[src/rtl/mcs_regs.vh]
/*
  Register indices, field positions, reset values and timing figures of the
  monitor conversion sequencer.
  Assumes it is included by bare name; the APB byte address is index * 4.
*/
`ifndef MCS_REGS_VH
`define MCS_REGS_VH

// ----------------------------------------------------------------------
// Register indices (also the SMBus command byte)
// ----------------------------------------------------------------------
`define MCS_IDX_TEMP       8'h00
`define MCS_IDX_TEMP_EXT   8'h03
`define MCS_IDX_VOLT       8'h06
`define MCS_IDX_STAT       8'h0a
`define MCS_IDX_CFG        8'h0b
`define MCS_IDX_RATE       8'h0c
`define MCS_IDX_T_UPPER    8'h0d
`define MCS_IDX_T_LOWER    8'h10
`define MCS_IDX_PTR        8'h13

// ----------------------------------------------------------------------
// Field positions
// ----------------------------------------------------------------------
`define MCS_STAT_BUSY_BIT  7
`define MCS_CFG_STOP_BIT   6
`define MCS_CFG_TDIS_BIT   5
`define MCS_CFG_VDIS_BIT   4

// ----------------------------------------------------------------------
// Reset values
// ----------------------------------------------------------------------
`define MCS_RST_PTR        8'h00
`define MCS_RST_T_UPPER    8'h7f
`define MCS_RST_T_LOWER    8'hc9
`define MCS_RST_RATE       4'h2
`define MCS_SMB_ADDR       7'h4c

// ----------------------------------------------------------------------
// Timing
// ----------------------------------------------------------------------
`define MCS_CLK_PERIOD_NS  25
`define MCS_TEMP_CONV_US   125000
`define MCS_VOLT_CONV_US   62500
`define MCS_RATE_STEP_US   62500

`endif

[src/rtl/mcs_sync.v]
/*
  Two-flop synchroniser for a group of independent pin levels.
  Assumes each bit is a slow level from outside the CLK domain.
*/
module mcs_sync #(
  parameter         W    = 1,
  parameter [W-1:0] INIT = {W{1'b1}}
) (
  input  wire         clk,
  input  wire         rst_n,
  input  wire         ce,
  input  wire [W-1:0] d,
  output reg  [W-1:0] q
);

  reg [W-1:0] meta_q;

  always @(posedge clk) begin
    if (!rst_n) begin
      meta_q <= INIT;
      q      <= INIT;
    end else if (ce) begin
      meta_q <= d;
      q      <= meta_q;
    end
  end

endmodule

[src/rtl/mcs_smb.v]
/*
  SMBus byte slave: Write Byte, Read Byte, Send Byte and Receive Byte.
  Assumes scl and sda are already synchronised to clk; sda is open drain.
*/
`include "mcs_regs.vh"
module mcs_smb #(
  parameter [6:0] ADDR = 7'h4c
) (
  input  wire       clk,
  input  wire       rst_n,
  input  wire       ce,
  input  wire       scl,
  input  wire       sda,
  input  wire [7:0] rd_data,
  output reg  [7:0] ptr,
  output reg        wr_stb,
  output reg  [7:0] wr_data,
  output reg        sda_oe
);

  localparam [2:0] S_IDLE = 3'd0;
  localparam [2:0] S_RX   = 3'd1;
  localparam [2:0] S_ACK  = 3'd2;
  localparam [2:0] S_TX   = 3'd3;
  localparam [2:0] S_MACK = 3'd4;

  reg [2:0] st_q;
  reg [3:0] bitn_q;
  reg [7:0] sr_q;
  reg [1:0] nbyte_q;
  reg       rd_q;
  reg       scl_p;
  reg       sda_p;

  wire scl_r = scl & ~scl_p;
  wire scl_f = ~scl & scl_p;
  wire start = scl & scl_p & sda_p & ~sda;
  wire stop  = scl & scl_p & ~sda_p & sda;

  always @(posedge clk) begin
    if (!rst_n) begin
      st_q    <= S_IDLE;
      bitn_q  <= 4'h0;
      sr_q    <= 8'h00;
      nbyte_q <= 2'd0;
      rd_q    <= 1'b0;
      scl_p   <= 1'b1;
      sda_p   <= 1'b1;
      ptr     <= `MCS_RST_PTR;
      wr_stb  <= 1'b0;
      wr_data <= 8'h00;
      sda_oe  <= 1'b0;
    end else if (ce) begin
      scl_p  <= scl;
      sda_p  <= sda;
      wr_stb <= 1'b0;
      if (start) begin
        st_q    <= S_RX;
        bitn_q  <= 4'h0;
        nbyte_q <= 2'd0;
        sda_oe  <= 1'b0;
      end else if (stop) begin
        st_q   <= S_IDLE;
        sda_oe <= 1'b0;
      end else begin
        case (st_q)
          S_RX: begin
            if (scl_r) begin
              sr_q   <= {sr_q[6:0], sda};
              bitn_q <= bitn_q + 4'h1;
            end else if (scl_f && bitn_q == 4'h8) begin
              // Address, command, then data byte, each acknowledged
              if (nbyte_q == 2'd0 && sr_q[7:1] != ADDR) begin
                st_q <= S_IDLE;
              end else if (nbyte_q == 2'd3) begin
                st_q <= S_IDLE;
              end else begin
                st_q    <= S_ACK;
                sda_oe  <= 1'b1;
                nbyte_q <= nbyte_q + 2'd1;
                if (nbyte_q == 2'd0)
                  rd_q <= sr_q[0];
                if (nbyte_q == 2'd1)
                  ptr <= sr_q;
                if (nbyte_q == 2'd2) begin
                  wr_stb  <= 1'b1;
                  wr_data <= sr_q;
                  nbyte_q <= 2'd3;
                end
              end
            end
          end
          S_ACK: begin
            if (scl_f) begin
              bitn_q <= 4'h0;
              if (rd_q) begin
                st_q   <= S_TX;
                sda_oe <= ~rd_data[7];
                sr_q   <= {rd_data[6:0], 1'b0};
              end else begin
                st_q   <= S_RX;
                sda_oe <= 1'b0;
              end
            end
          end
          S_TX: begin
            if (scl_f) begin
              if (bitn_q == 4'h7) begin
                st_q   <= S_MACK;
                sda_oe <= 1'b0;
              end else begin
                sda_oe <= ~sr_q[7];
                sr_q   <= {sr_q[6:0], 1'b0};
                bitn_q <= bitn_q + 4'h1;
              end
            end
          end
          S_MACK: begin
            // Not-acknowledge ends the read; acknowledge sends the byte again
            if (scl_r)
              st_q <= sda ? S_IDLE : S_ACK;
          end
          default: st_q <= S_IDLE;
        endcase
      end
    end
  end

endmodule

[src/rtl/mcs_top.v]
/*
  Conversion sequencer of a temperature and voltage monitor with an APB
  register slave and an SMBus byte slave sharing one register file.
  Assumes an analog front end on CLK that converts ADC_CHANNEL while
  ADC_RUN is high and presents its result on ADC_DATA at the slot end.
*/
// Notes on behaviour
// - Each temperature result is stored and compared with upper and lower limits.
// - Temperature results readable any time with 11-bit resolution.
// - Voltage channels give unsigned 8-bit codes, nominal input near 198.
// - Temperature slot lasts 125 ms, voltage slot 62.5 ms.
// - A cycle converts all enabled channels; results appear at cycle end.
// - Busy flag high while a cycle runs, low otherwise.
// - During a cycle, reads return previous cycle's results.
// - Order: remote one, remote two, local, voltage three, then variant order.
// - Slots always full speed; only the idle gap follows the rate register.
// - Disabled temperature or voltage channels are skipped.
// - Standby stops all conversion activity.
// - Standby from pin or software stop bit, identical behaviour.
// - Standby keeps stored data and serves bus reads and writes.
// - Standby pin low overrides any software run request.
// - Standby during a cycle aborts it, discarding partial results.
// - Command pointer is zero after reset.
// - Busy flag is the top bit of the status register.
`include "mcs_regs.vh"

module mcs_top #(
  parameter [31:0] TEMP_CYC  = `MCS_TEMP_CONV_US * 1000 / `MCS_CLK_PERIOD_NS,
  parameter [31:0] VOLT_CYC  = `MCS_VOLT_CONV_US * 1000 / `MCS_CLK_PERIOD_NS,
  parameter [31:0] RATE_CYC  = `MCS_RATE_STEP_US * 1000 / `MCS_CLK_PERIOD_NS,
  parameter [6:0]  SMB_ADDR  = `MCS_SMB_ADDR,
  parameter        ALT_ORDER = 0
) (
  input  wire        CLK,
  input  wire        RESET_N,
  input  wire        CE,
  input  wire        PSEL,
  input  wire        PENABLE,
  input  wire        PWRITE,
  input  wire [7:0]  PADDR,
  input  wire [31:0] PWDATA,
  output reg  [31:0] PRDATA,
  output reg         PREADY,
  output reg         PSLVERR,
  input  wire        STANDBY_PIN_N,
  input  wire        SMB_SCL,
  input  wire        SMB_SDA,
  output reg         SMB_SDA_O,
  output wire        SMB_SDA_OE,
  input  wire [10:0] ADC_DATA,
  output reg         ADC_RUN,
  output reg  [2:0]  ADC_CHANNEL,
  output reg         CONV_BUSY
);

  // ----------------------------------------------------------------------
  // Declarations
  // ----------------------------------------------------------------------
  localparam [1:0] ST_STANDBY_PIN_N  = 2'd0;
  localparam [1:0] ST_WAIT  = 2'd1;
  localparam [1:0] ST_CONV  = 2'd2;
  localparam [1:0] ST_DONE  = 2'd3;
  localparam [2:0] POS_NONE = 3'd7;

  reg  [1:0]  st_q;
  reg  [2:0]  pos_q;
  reg  [31:0] cnt_q;
  reg  [2:0]  tmask_q;
  reg  [3:0]  vmask_q;
  reg  [10:0] sh_t  [0:2];
  reg  [7:0]  sh_v  [0:3];
  reg  [10:0] res_t [0:2];
  reg  [7:0]  res_v [0:3];
  reg  [7:0]  hi_q  [0:2];
  reg  [7:0]  lo_q  [0:2];
  reg  [5:0]  flag_q;
  reg  [5:0]  flag_set;
  reg         cfg_stop_q;
  reg         cfg_tdis_q;
  reg         cfg_vdis_q;
  reg  [3:0]  rate_q;
  wire [2:0]  pin_s;
  wire [7:0]  smb_ptr;
  wire        smb_wr;
  wire [7:0]  smb_wdat;
  integer     i;
  integer     j;

  // ----------------------------------------------------------------------
  // Functions
  // ----------------------------------------------------------------------
  // Result slot of a temperature position: 0 local, 1 remote one, 2 remote two
  function [1:0] tslot;
    input [2:0] pos;
    begin
      tslot = (pos == 3'd2) ? 2'd0 : pos[1:0] + 2'd1;
    end
  endfunction

  // Result slot of a voltage position: 0 input one, 1 two, 2 three, 3 supply
  function [1:0] vslot;
    input [2:0] pos;
    begin
      case (pos)
        3'd3:    vslot = 2'd2;
        3'd4:    vslot = ALT_ORDER ? 2'd3 : 2'd1;
        3'd5:    vslot = 2'd0;
        default: vslot = ALT_ORDER ? 2'd1 : 2'd3;
      endcase
    end
  endfunction

  // First enabled position at or after from, or none
  function [2:0] next_on;
    input [3:0] from;
    input       tdis;
    input       vdis;
    integer     k;
    begin
      next_on = POS_NONE;
      for (k = 6; k >= 0; k = k - 1)
        if (k >= from && !((k < 3) ? tdis : vdis))
          next_on = k[2:0];
    end
  endfunction

  function [7:0] rd_byte;
    input [7:0] idx;
    reg   [7:0] off;
    begin
      off     = 8'h00;
      rd_byte = 8'h00;
      if (idx < `MCS_IDX_TEMP_EXT) begin
        rd_byte = res_t[idx[1:0]][10:3];
      end else if (idx < `MCS_IDX_VOLT) begin
        off     = idx - `MCS_IDX_TEMP_EXT;
        rd_byte = {res_t[off[1:0]][2:0], 5'h00};
      end else if (idx < `MCS_IDX_STAT) begin
        off     = idx - `MCS_IDX_VOLT;
        rd_byte = res_v[off[1:0]];
      end else if (idx == `MCS_IDX_STAT) begin
        rd_byte = {CONV_BUSY, 1'b0, flag_q};
      end else if (idx == `MCS_IDX_CFG) begin
        rd_byte = {1'b0, cfg_stop_q, cfg_tdis_q, cfg_vdis_q, 4'h0};
      end else if (idx == `MCS_IDX_RATE) begin
        rd_byte = {4'h0, rate_q};
      end else if (idx < `MCS_IDX_T_LOWER) begin
        off     = idx - `MCS_IDX_T_UPPER;
        rd_byte = hi_q[off[1:0]];
      end else if (idx < `MCS_IDX_PTR) begin
        off     = idx - `MCS_IDX_T_LOWER;
        rd_byte = lo_q[off[1:0]];
      end else if (idx == `MCS_IDX_PTR) begin
        rd_byte = smb_ptr;
      end
    end
  endfunction

  // ----------------------------------------------------------------------
  // Pins and SMBus slave
  // ----------------------------------------------------------------------
  mcs_sync #(
    .W    (3),
    .INIT (3'b111)
  ) u_sync (
    .clk   (CLK),
    .rst_n (RESET_N),
    .ce    (CE),
    .d     ({SMB_SDA, SMB_SCL, STANDBY_PIN_N}),
    .q     (pin_s)
  );

  mcs_smb #(
    .ADDR (SMB_ADDR)
  ) u_smb (
    .clk     (CLK),
    .rst_n   (RESET_N),
    .ce      (CE),
    .scl     (pin_s[1]),
    .sda     (pin_s[2]),
    .rd_data (rd_byte(smb_ptr)),
    .ptr     (smb_ptr),
    .wr_stb  (smb_wr),
    .wr_data (smb_wdat),
    .sda_oe  (SMB_SDA_OE)
  );

  // ----------------------------------------------------------------------
  // Conversion sequencer
  // ----------------------------------------------------------------------
  wire        standby  = ~pin_s[0] | cfg_stop_q;
  wire [3:0]  from_pos = (st_q == ST_CONV) ? {1'b0, pos_q} + 4'd1 : 4'd0;
  wire [2:0]  nxt_pos  = next_on(from_pos, cfg_tdis_q, cfg_vdis_q);
  wire        slot_end = (st_q == ST_WAIT || st_q == ST_CONV) && cnt_q == 32'h0;
  wire        launch   = slot_end && nxt_pos != POS_NONE;
  wire        commit   = st_q == ST_DONE && !standby;
  wire [35:0] idle_len = rate_q * RATE_CYC;

  always @(posedge CLK) begin
    if (!RESET_N) begin
      st_q        <= ST_STANDBY_PIN_N;
      pos_q       <= 3'd0;
      cnt_q       <= 32'h0;
      tmask_q     <= 3'h0;
      vmask_q     <= 4'h0;
      ADC_RUN     <= 1'b0;
      ADC_CHANNEL <= 3'd0;
      CONV_BUSY   <= 1'b0;
    end else if (CE) begin
      if (standby) begin
        st_q      <= ST_STANDBY_PIN_N;
        ADC_RUN   <= 1'b0;
        CONV_BUSY <= 1'b0;
        tmask_q   <= 3'h0;
        vmask_q   <= 4'h0;
      end else begin
        if (st_q == ST_CONV && cnt_q == 32'h0) begin
          if (pos_q < 3'd3) begin
            sh_t[tslot(pos_q)]    <= ADC_DATA;
            tmask_q[tslot(pos_q)] <= 1'b1;
          end else begin
            sh_v[vslot(pos_q)]    <= ADC_DATA[7:0];
            vmask_q[vslot(pos_q)] <= 1'b1;
          end
        end
        if (launch) begin
          st_q        <= ST_CONV;
          pos_q       <= nxt_pos;
          cnt_q       <= ((nxt_pos < 3'd3) ? TEMP_CYC : VOLT_CYC) - 32'd1;
          ADC_CHANNEL <= (nxt_pos < 3'd3) ? nxt_pos : {1'b0, vslot(nxt_pos)} + 3'd3;
          ADC_RUN     <= 1'b1;
          CONV_BUSY   <= 1'b1;
        end else begin
          case (st_q)
            ST_STANDBY_PIN_N: begin
              st_q  <= ST_WAIT;
              cnt_q <= 32'h0;
            end
            ST_WAIT: begin
              if (cnt_q != 32'h0)
                cnt_q <= cnt_q - 32'd1;
            end
            ST_CONV: begin
              if (cnt_q != 32'h0) begin
                cnt_q <= cnt_q - 32'd1;
              end else begin
                st_q    <= ST_DONE;
                ADC_RUN <= 1'b0;
              end
            end
            ST_DONE: begin
              st_q      <= ST_WAIT;
              cnt_q     <= idle_len[31:0];
              CONV_BUSY <= 1'b0;
              tmask_q   <= 3'h0;
              vmask_q   <= 4'h0;
            end
            default: st_q <= ST_STANDBY_PIN_N;
          endcase
        end
      end
    end
  end

  // ----------------------------------------------------------------------
  // Register writes and APB slave
  // ----------------------------------------------------------------------
  wire       apb_ok   = PADDR[1:0] == 2'b00 && {2'b00, PADDR[7:2]} <= `MCS_IDX_PTR;
  wire       apb_wr   = PSEL && PENABLE && PWRITE && PREADY && apb_ok;
  wire       smb_ok   = smb_wr && smb_ptr < `MCS_IDX_PTR;
  wire       wr_go    = apb_wr || smb_ok;
  wire [7:0] wr_idx   = apb_wr ? {2'b00, PADDR[7:2]} : smb_ptr;
  wire [7:0] wr_dat   = apb_wr ? PWDATA[7:0] : smb_wdat;
  wire [7:0] off_up   = wr_idx - `MCS_IDX_T_UPPER;
  wire [7:0] off_lo   = wr_idx - `MCS_IDX_T_LOWER;
  wire [5:0] flag_clr = (wr_go && wr_idx == `MCS_IDX_STAT) ? wr_dat[5:0] : 6'h00;

  always @* begin
    flag_set = 6'h00;
    for (j = 0; j < 3; j = j + 1) begin
      flag_set[j + 3] = commit && tmask_q[j] && $signed(sh_t[j][10:3]) > $signed(hi_q[j]);
      flag_set[j]     = commit && tmask_q[j] && $signed(sh_t[j][10:3]) < $signed(lo_q[j]);
    end
  end

  always @(posedge CLK) begin
    if (!RESET_N) begin
      for (i = 0; i < 3; i = i + 1) begin
        res_t[i] <= 11'h000;
        hi_q[i]  <= `MCS_RST_T_UPPER;
        lo_q[i]  <= `MCS_RST_T_LOWER;
      end
      for (i = 0; i < 4; i = i + 1)
        res_v[i] <= 8'h00;
      flag_q     <= 6'h00;
      cfg_stop_q <= 1'b0;
      cfg_tdis_q <= 1'b0;
      cfg_vdis_q <= 1'b0;
      rate_q     <= `MCS_RST_RATE;
      PRDATA     <= 32'h0;
      PREADY     <= 1'b0;
      PSLVERR    <= 1'b0;
      SMB_SDA_O  <= 1'b0;
    end else if (CE) begin
      if (commit) begin
        for (i = 0; i < 3; i = i + 1)
          if (tmask_q[i])
            res_t[i] <= sh_t[i];
        for (i = 0; i < 4; i = i + 1)
          if (vmask_q[i])
            res_v[i] <= sh_v[i];
      end
      // Hardware set wins over a same-cycle clear
      flag_q <= (flag_q & ~flag_clr) | flag_set;
      // Writes stay accepted in standby
      if (wr_go) begin
        if (wr_idx == `MCS_IDX_CFG) begin
          cfg_stop_q <= wr_dat[`MCS_CFG_STOP_BIT];
          cfg_tdis_q <= wr_dat[`MCS_CFG_TDIS_BIT];
          cfg_vdis_q <= wr_dat[`MCS_CFG_VDIS_BIT];
        end
        if (wr_idx == `MCS_IDX_RATE)
          rate_q <= wr_dat[3:0];
        if (wr_idx >= `MCS_IDX_T_UPPER && wr_idx < `MCS_IDX_T_LOWER)
          hi_q[off_up[1:0]] <= wr_dat;
        if (wr_idx >= `MCS_IDX_T_LOWER && wr_idx < `MCS_IDX_PTR)
          lo_q[off_lo[1:0]] <= wr_dat;
      end
      // One wait state: PREADY rises after the first access edge
      if (PSEL && PENABLE && !PREADY) begin
        PREADY  <= 1'b1;
        PSLVERR <= !apb_ok;
        PRDATA  <= apb_ok ? {24'h0, rd_byte({2'b00, PADDR[7:2]})} : 32'h0;
      end else begin
        PREADY  <= 1'b0;
        PSLVERR <= 1'b0;
      end
    end
  end

endmodule

[config.mk]
export PLATFORM = sky130hd
export DESIGN_NAME = mcs_top
export DESIGN_NICKNAME = d
export VERILOG_FILES = /design/src/rtl/mcs_sync.v /design/src/rtl/mcs_smb.v /design/src/rtl/mcs_top.v
export VERILOG_INCLUDE_DIRS = /design/src /design/src/rtl
export SDC_FILE = /design/constraint.sdc
export NUM_CORES = 1
export LEC_CHECK = 0
export BUFFER_PORTS_ARGS = -buffer_cell sky130_fd_sc_hd__buf_4
export CAP_MARGIN = 40
export CELL_PAD_IN_SITES_DETAIL_PLACEMENT = 0
export CELL_PAD_IN_SITES_GLOBAL_PLACEMENT = 1
export CORE_ASPECT_RATIO = 0.6
export CORE_MARGIN = 2
export CORE_UTILIZATION = 35
export DETAILED_ROUTE_END_ITERATION = 8
export PLACE_DENSITY = 0.61
export SYNTH_ARGS = -nofsm -noshare
export SYNTH_HDL_FRONTEND = slang
export SYNTH_SLANG_ARGS = --single-unit
[constraint.sdc]
create_clock -name CLK -period 4.6 [get_ports CLK]
set_input_delay 0.46 -clock CLK [delete_from_list [all_inputs] [get_ports CLK]]
set_output_delay 0.46 -clock CLK [all_outputs]
set_load 0.02 [all_outputs]
==> results.md <==
- Hold Violations, Final: 0
- CTS root buf: clkbuf_16
- Synth Area in Compound Gates: 0.140
- All-Layer GR Usage: 0.240
- CP max FO: 11
- Primary FF master, synth: edfxtp_1
- Fraction of synthesized area in multiplexers: 0.0958
- Via-to-Cell Ratio: ~5.7
- Period utilization: 0.830
- Largest net degree at the start of global routing: 47
- Worst-case clock buffer depth: 3
- Worst vdd ir: ~0.21 mV
- Area share of the largest cell type after synthesis: 0.330
- Post-CTS Resized: 0
- Yosys warns: 0
- Fin cells: ~2500
- Die area: between 0.05 and 0.06 mm²
- Setup TNS: 0 ns
- Std-Cell Rows: between 60 and 70
- Status: complete, no violations
- Pins over their slew limit: 0
- Flops & latches, synth: 312
- Final wirelength: roughly 63000 µm
- Worst slew pin tran: ~0.97 ns
- Hold Path Class: input port to flop
- Clk sinks: roughly 310
- Synth Area in Adders: 0.0668
- Worst skew pair latency: approximately 0.55 ns
- WHS: between 0.1 and 0.15 ns
- Gpl congestion: 0.920
- CTS clk-pin slew, worst paths: about 0.060 ns
- Slew HR: 0.349
- Seq/Total Area, Yosys: 0.464
- Layout area overhead: 13.5%
- Via count: 14100
- Avg Cell Area, Syn: 10.3 µm²
- Max Clk Rate: ~0.26 GHz
- Wire per inst: about 25 µm
- Flop2flop setup slack: 0.78 ns
- Most common cell in the synthesized netlist: edfxtp_1
- Power Density: approximately 330 mW/mm²
- Vias in the first global route: between 10000 and 15000
- Area of the mapped netlist: approximately 0.018 mm²
- Diodes inserted: 0
- Ports: ~100
- Core area: between 0.04 and 0.05 mm²
- Post-CTS Setup Inserts: 0
- ANT nets after route: 0
- Placed insts: between 2000 and 2500
- Die Width: slightly below 300 µm
- H-tree levels: 2
- Post-route DRC: 0
- Distinct cells, synth: 86
- Finished Cell Area: approximately 0.020 mm²
- Initial antenna violation count: 2
- Final Skew: between 0.02 and 0.025 ns
- Congestion Overflow GR: 0
- MaxCap Viol Count: 0
- First-pass GRT wire length: between 90000 and 100000 µm
- Final Worst Setup Slack: approximately 0.78 ns
- TritonCTS Buffers: 34
- Final setup fails: 0
- Post-synth EDFFs: between 150 and 200
- Simple-Gate Fraction of Synth Area: 0.167
- LEAKAGE: around 0.0077 µW
- Iter 0 DRT Violations: ~1800
- Ys async rst share: 0
- CTS tree: yes
- Final Critical Period: approximately 3.8 ns
- Syn Inst Count: 1715
- Initial Utilization: 0.356
- Critical path class: flop to flop
- Xor and xnor area share after synthesis: 0.0149
- Yosys top cell by area: edfxtp_1
- Layout cell share with drive strength beyond 1: 0.131
- Synth top area cells: edfxtp_1 (33%), dfxtp_1 (13%), ha_1 (6.5%), mux4_2 (6.0%), nand2_1 (3.8%)
- Unrepaired setup endpoints after global routing: no
- Die height: 178 µm
- Commonest cells in the netlist: edfxtp_1 (194), nand2_1 (178), dfxtp_1 (118), nor2_1 (118), inv_1 (103)
- CP required: just over 5 ns
- Hold buffer count at cts: 0
- Worst Setup Start Kind: flop
- IO Port Bufs: slightly above 50
- Final net count: 1941
- Dpl ws: between 0.7 and 0.8 ns
- Critical Path Sink Type: flop
- Post-DP Area: about 0.019 mm²
- Largest family of logic cells by synthesized area: simple AND/OR/NAND/NOR gates
- Pre-Repair DR Iteration Count: 5
- Worst EP arrival: ~4.3 ns
- DP HPWL: 48700 µm
==> worst max-delay path: stages (launching register included) <==
cell and delay, ns:
dfxtp_1 0.60, inv_1 0.27, ha_1 0.39, fa_1 0.52, inv_1 0.04, ha_1 0.33
o21ai_0 0.15, o21ai_0 0.39, a31oi_1 0.17, o21bai_1 0.15, a21oi_1 0.11, nor3b_1 0.49
a211o_1 0.16
==> metrics by stage <==
stage	util	power [µW]
finish	0.404	6570
global placement	0.379	3820
CTS	0.404	6600
floorplan	-	3590
detailed placement	0.381	3820
global route	0.404	6790
==> where the power goes <==
| group | switching [µW] | leakage (µW) | internal (µW) | total, µW |
|---|---|---|---|---|
| sequential | 61.0 | 0.00277 | 3020 | 3080 |
| combinational | 459 | 0.00441 | 241 | 700 |
| clock | 1180 | 0.000546 | 1610 | 2790 |
==> worst paths after layout <==
kind / start / end / cells past startpoint
setup / recovery: rate_q[2]$_SDFFE_PN0P_ / cnt_q[25]$_SDFFE_PN0P_ / 12
hold / removal: ADC_DATA[9] / sh_t[1][9]$_DFFE_PP_ / 1
setup reg to reg: rate_q[2]$_SDFFE_PN0P_ / cnt_q[25]$_SDFFE_PN0P_ / 12
hold reg to reg: u_smb.wr_data[3]$_SDFFE_PN0P_ / u_smb.wr_data[3]$_SDFFE_PN0P_ / 2
==> sequential cells by signal, indices dropped and copies added (netlist names), 32 cells and up, named ones only <==
register,cells
lo_q,32
sh_t,33
res_t,33
cnt_q,32
hi_q,32
res_v,32
sh_v,32
==> metal layers <==
metal	wire (µm)	track usage
met1	31600	0.388
met2	22500	0.297
met3	7980	0.0903
met4	543	0.0315
met5	0	0
==> area by class of cell <==
cell class	count	area, µm²
fill	4797	29600
clock inverter	17	178
timing repair buffer	102	817
multi-input combinational	1234	8710
sequential	312	8190
tap	650	813
clock buffer	45	932
inverter	104	390
==> cells in the final DEF, fill, tap and decap left out, types with 11 or more instances in the layout <==
cell,synthesis,layout
nand2b_1,18,18
o22ai_1,24,24
nor4_1,16,16
buf_4,25,97
mux4_2,47,47
nor3_1,41,40
or3_1,11,11
conb_1,1,41
nor2b_1,19,19
xor2_1,16,16
inv_1,103,102
a31oi_1,17,17
ha_1,91,91
o21ai_0,92,92
o211ai_1,14,14
nand2_1,178,178
and2_1,45,45
nand3_1,34,34
xnor2_1,14,14
a211oi_1,17,17
clkbuf_16,0,34
a221oi_1,11,11
nand4_1,13,13
edfxtp_1,194,194
mux2i_1,47,47
nor2_1,118,118
a21oi_1,98,98
and3_1,36,36
dfxtp_1,118,118
a22oi_1,12,12
==> cells by family after synthesis <==
logic type               count (synthesis)
AO/OA/AOI/OAI                          381
other                                    1
multiplexers                           107
AND/OR/NAND/NOR                        582
buffers and inverters                  209
adder cells (fa/ha/maj)                 93
XOR/XNOR                                30
flip-flops                             312
Power figures use the tool's default switching activity.
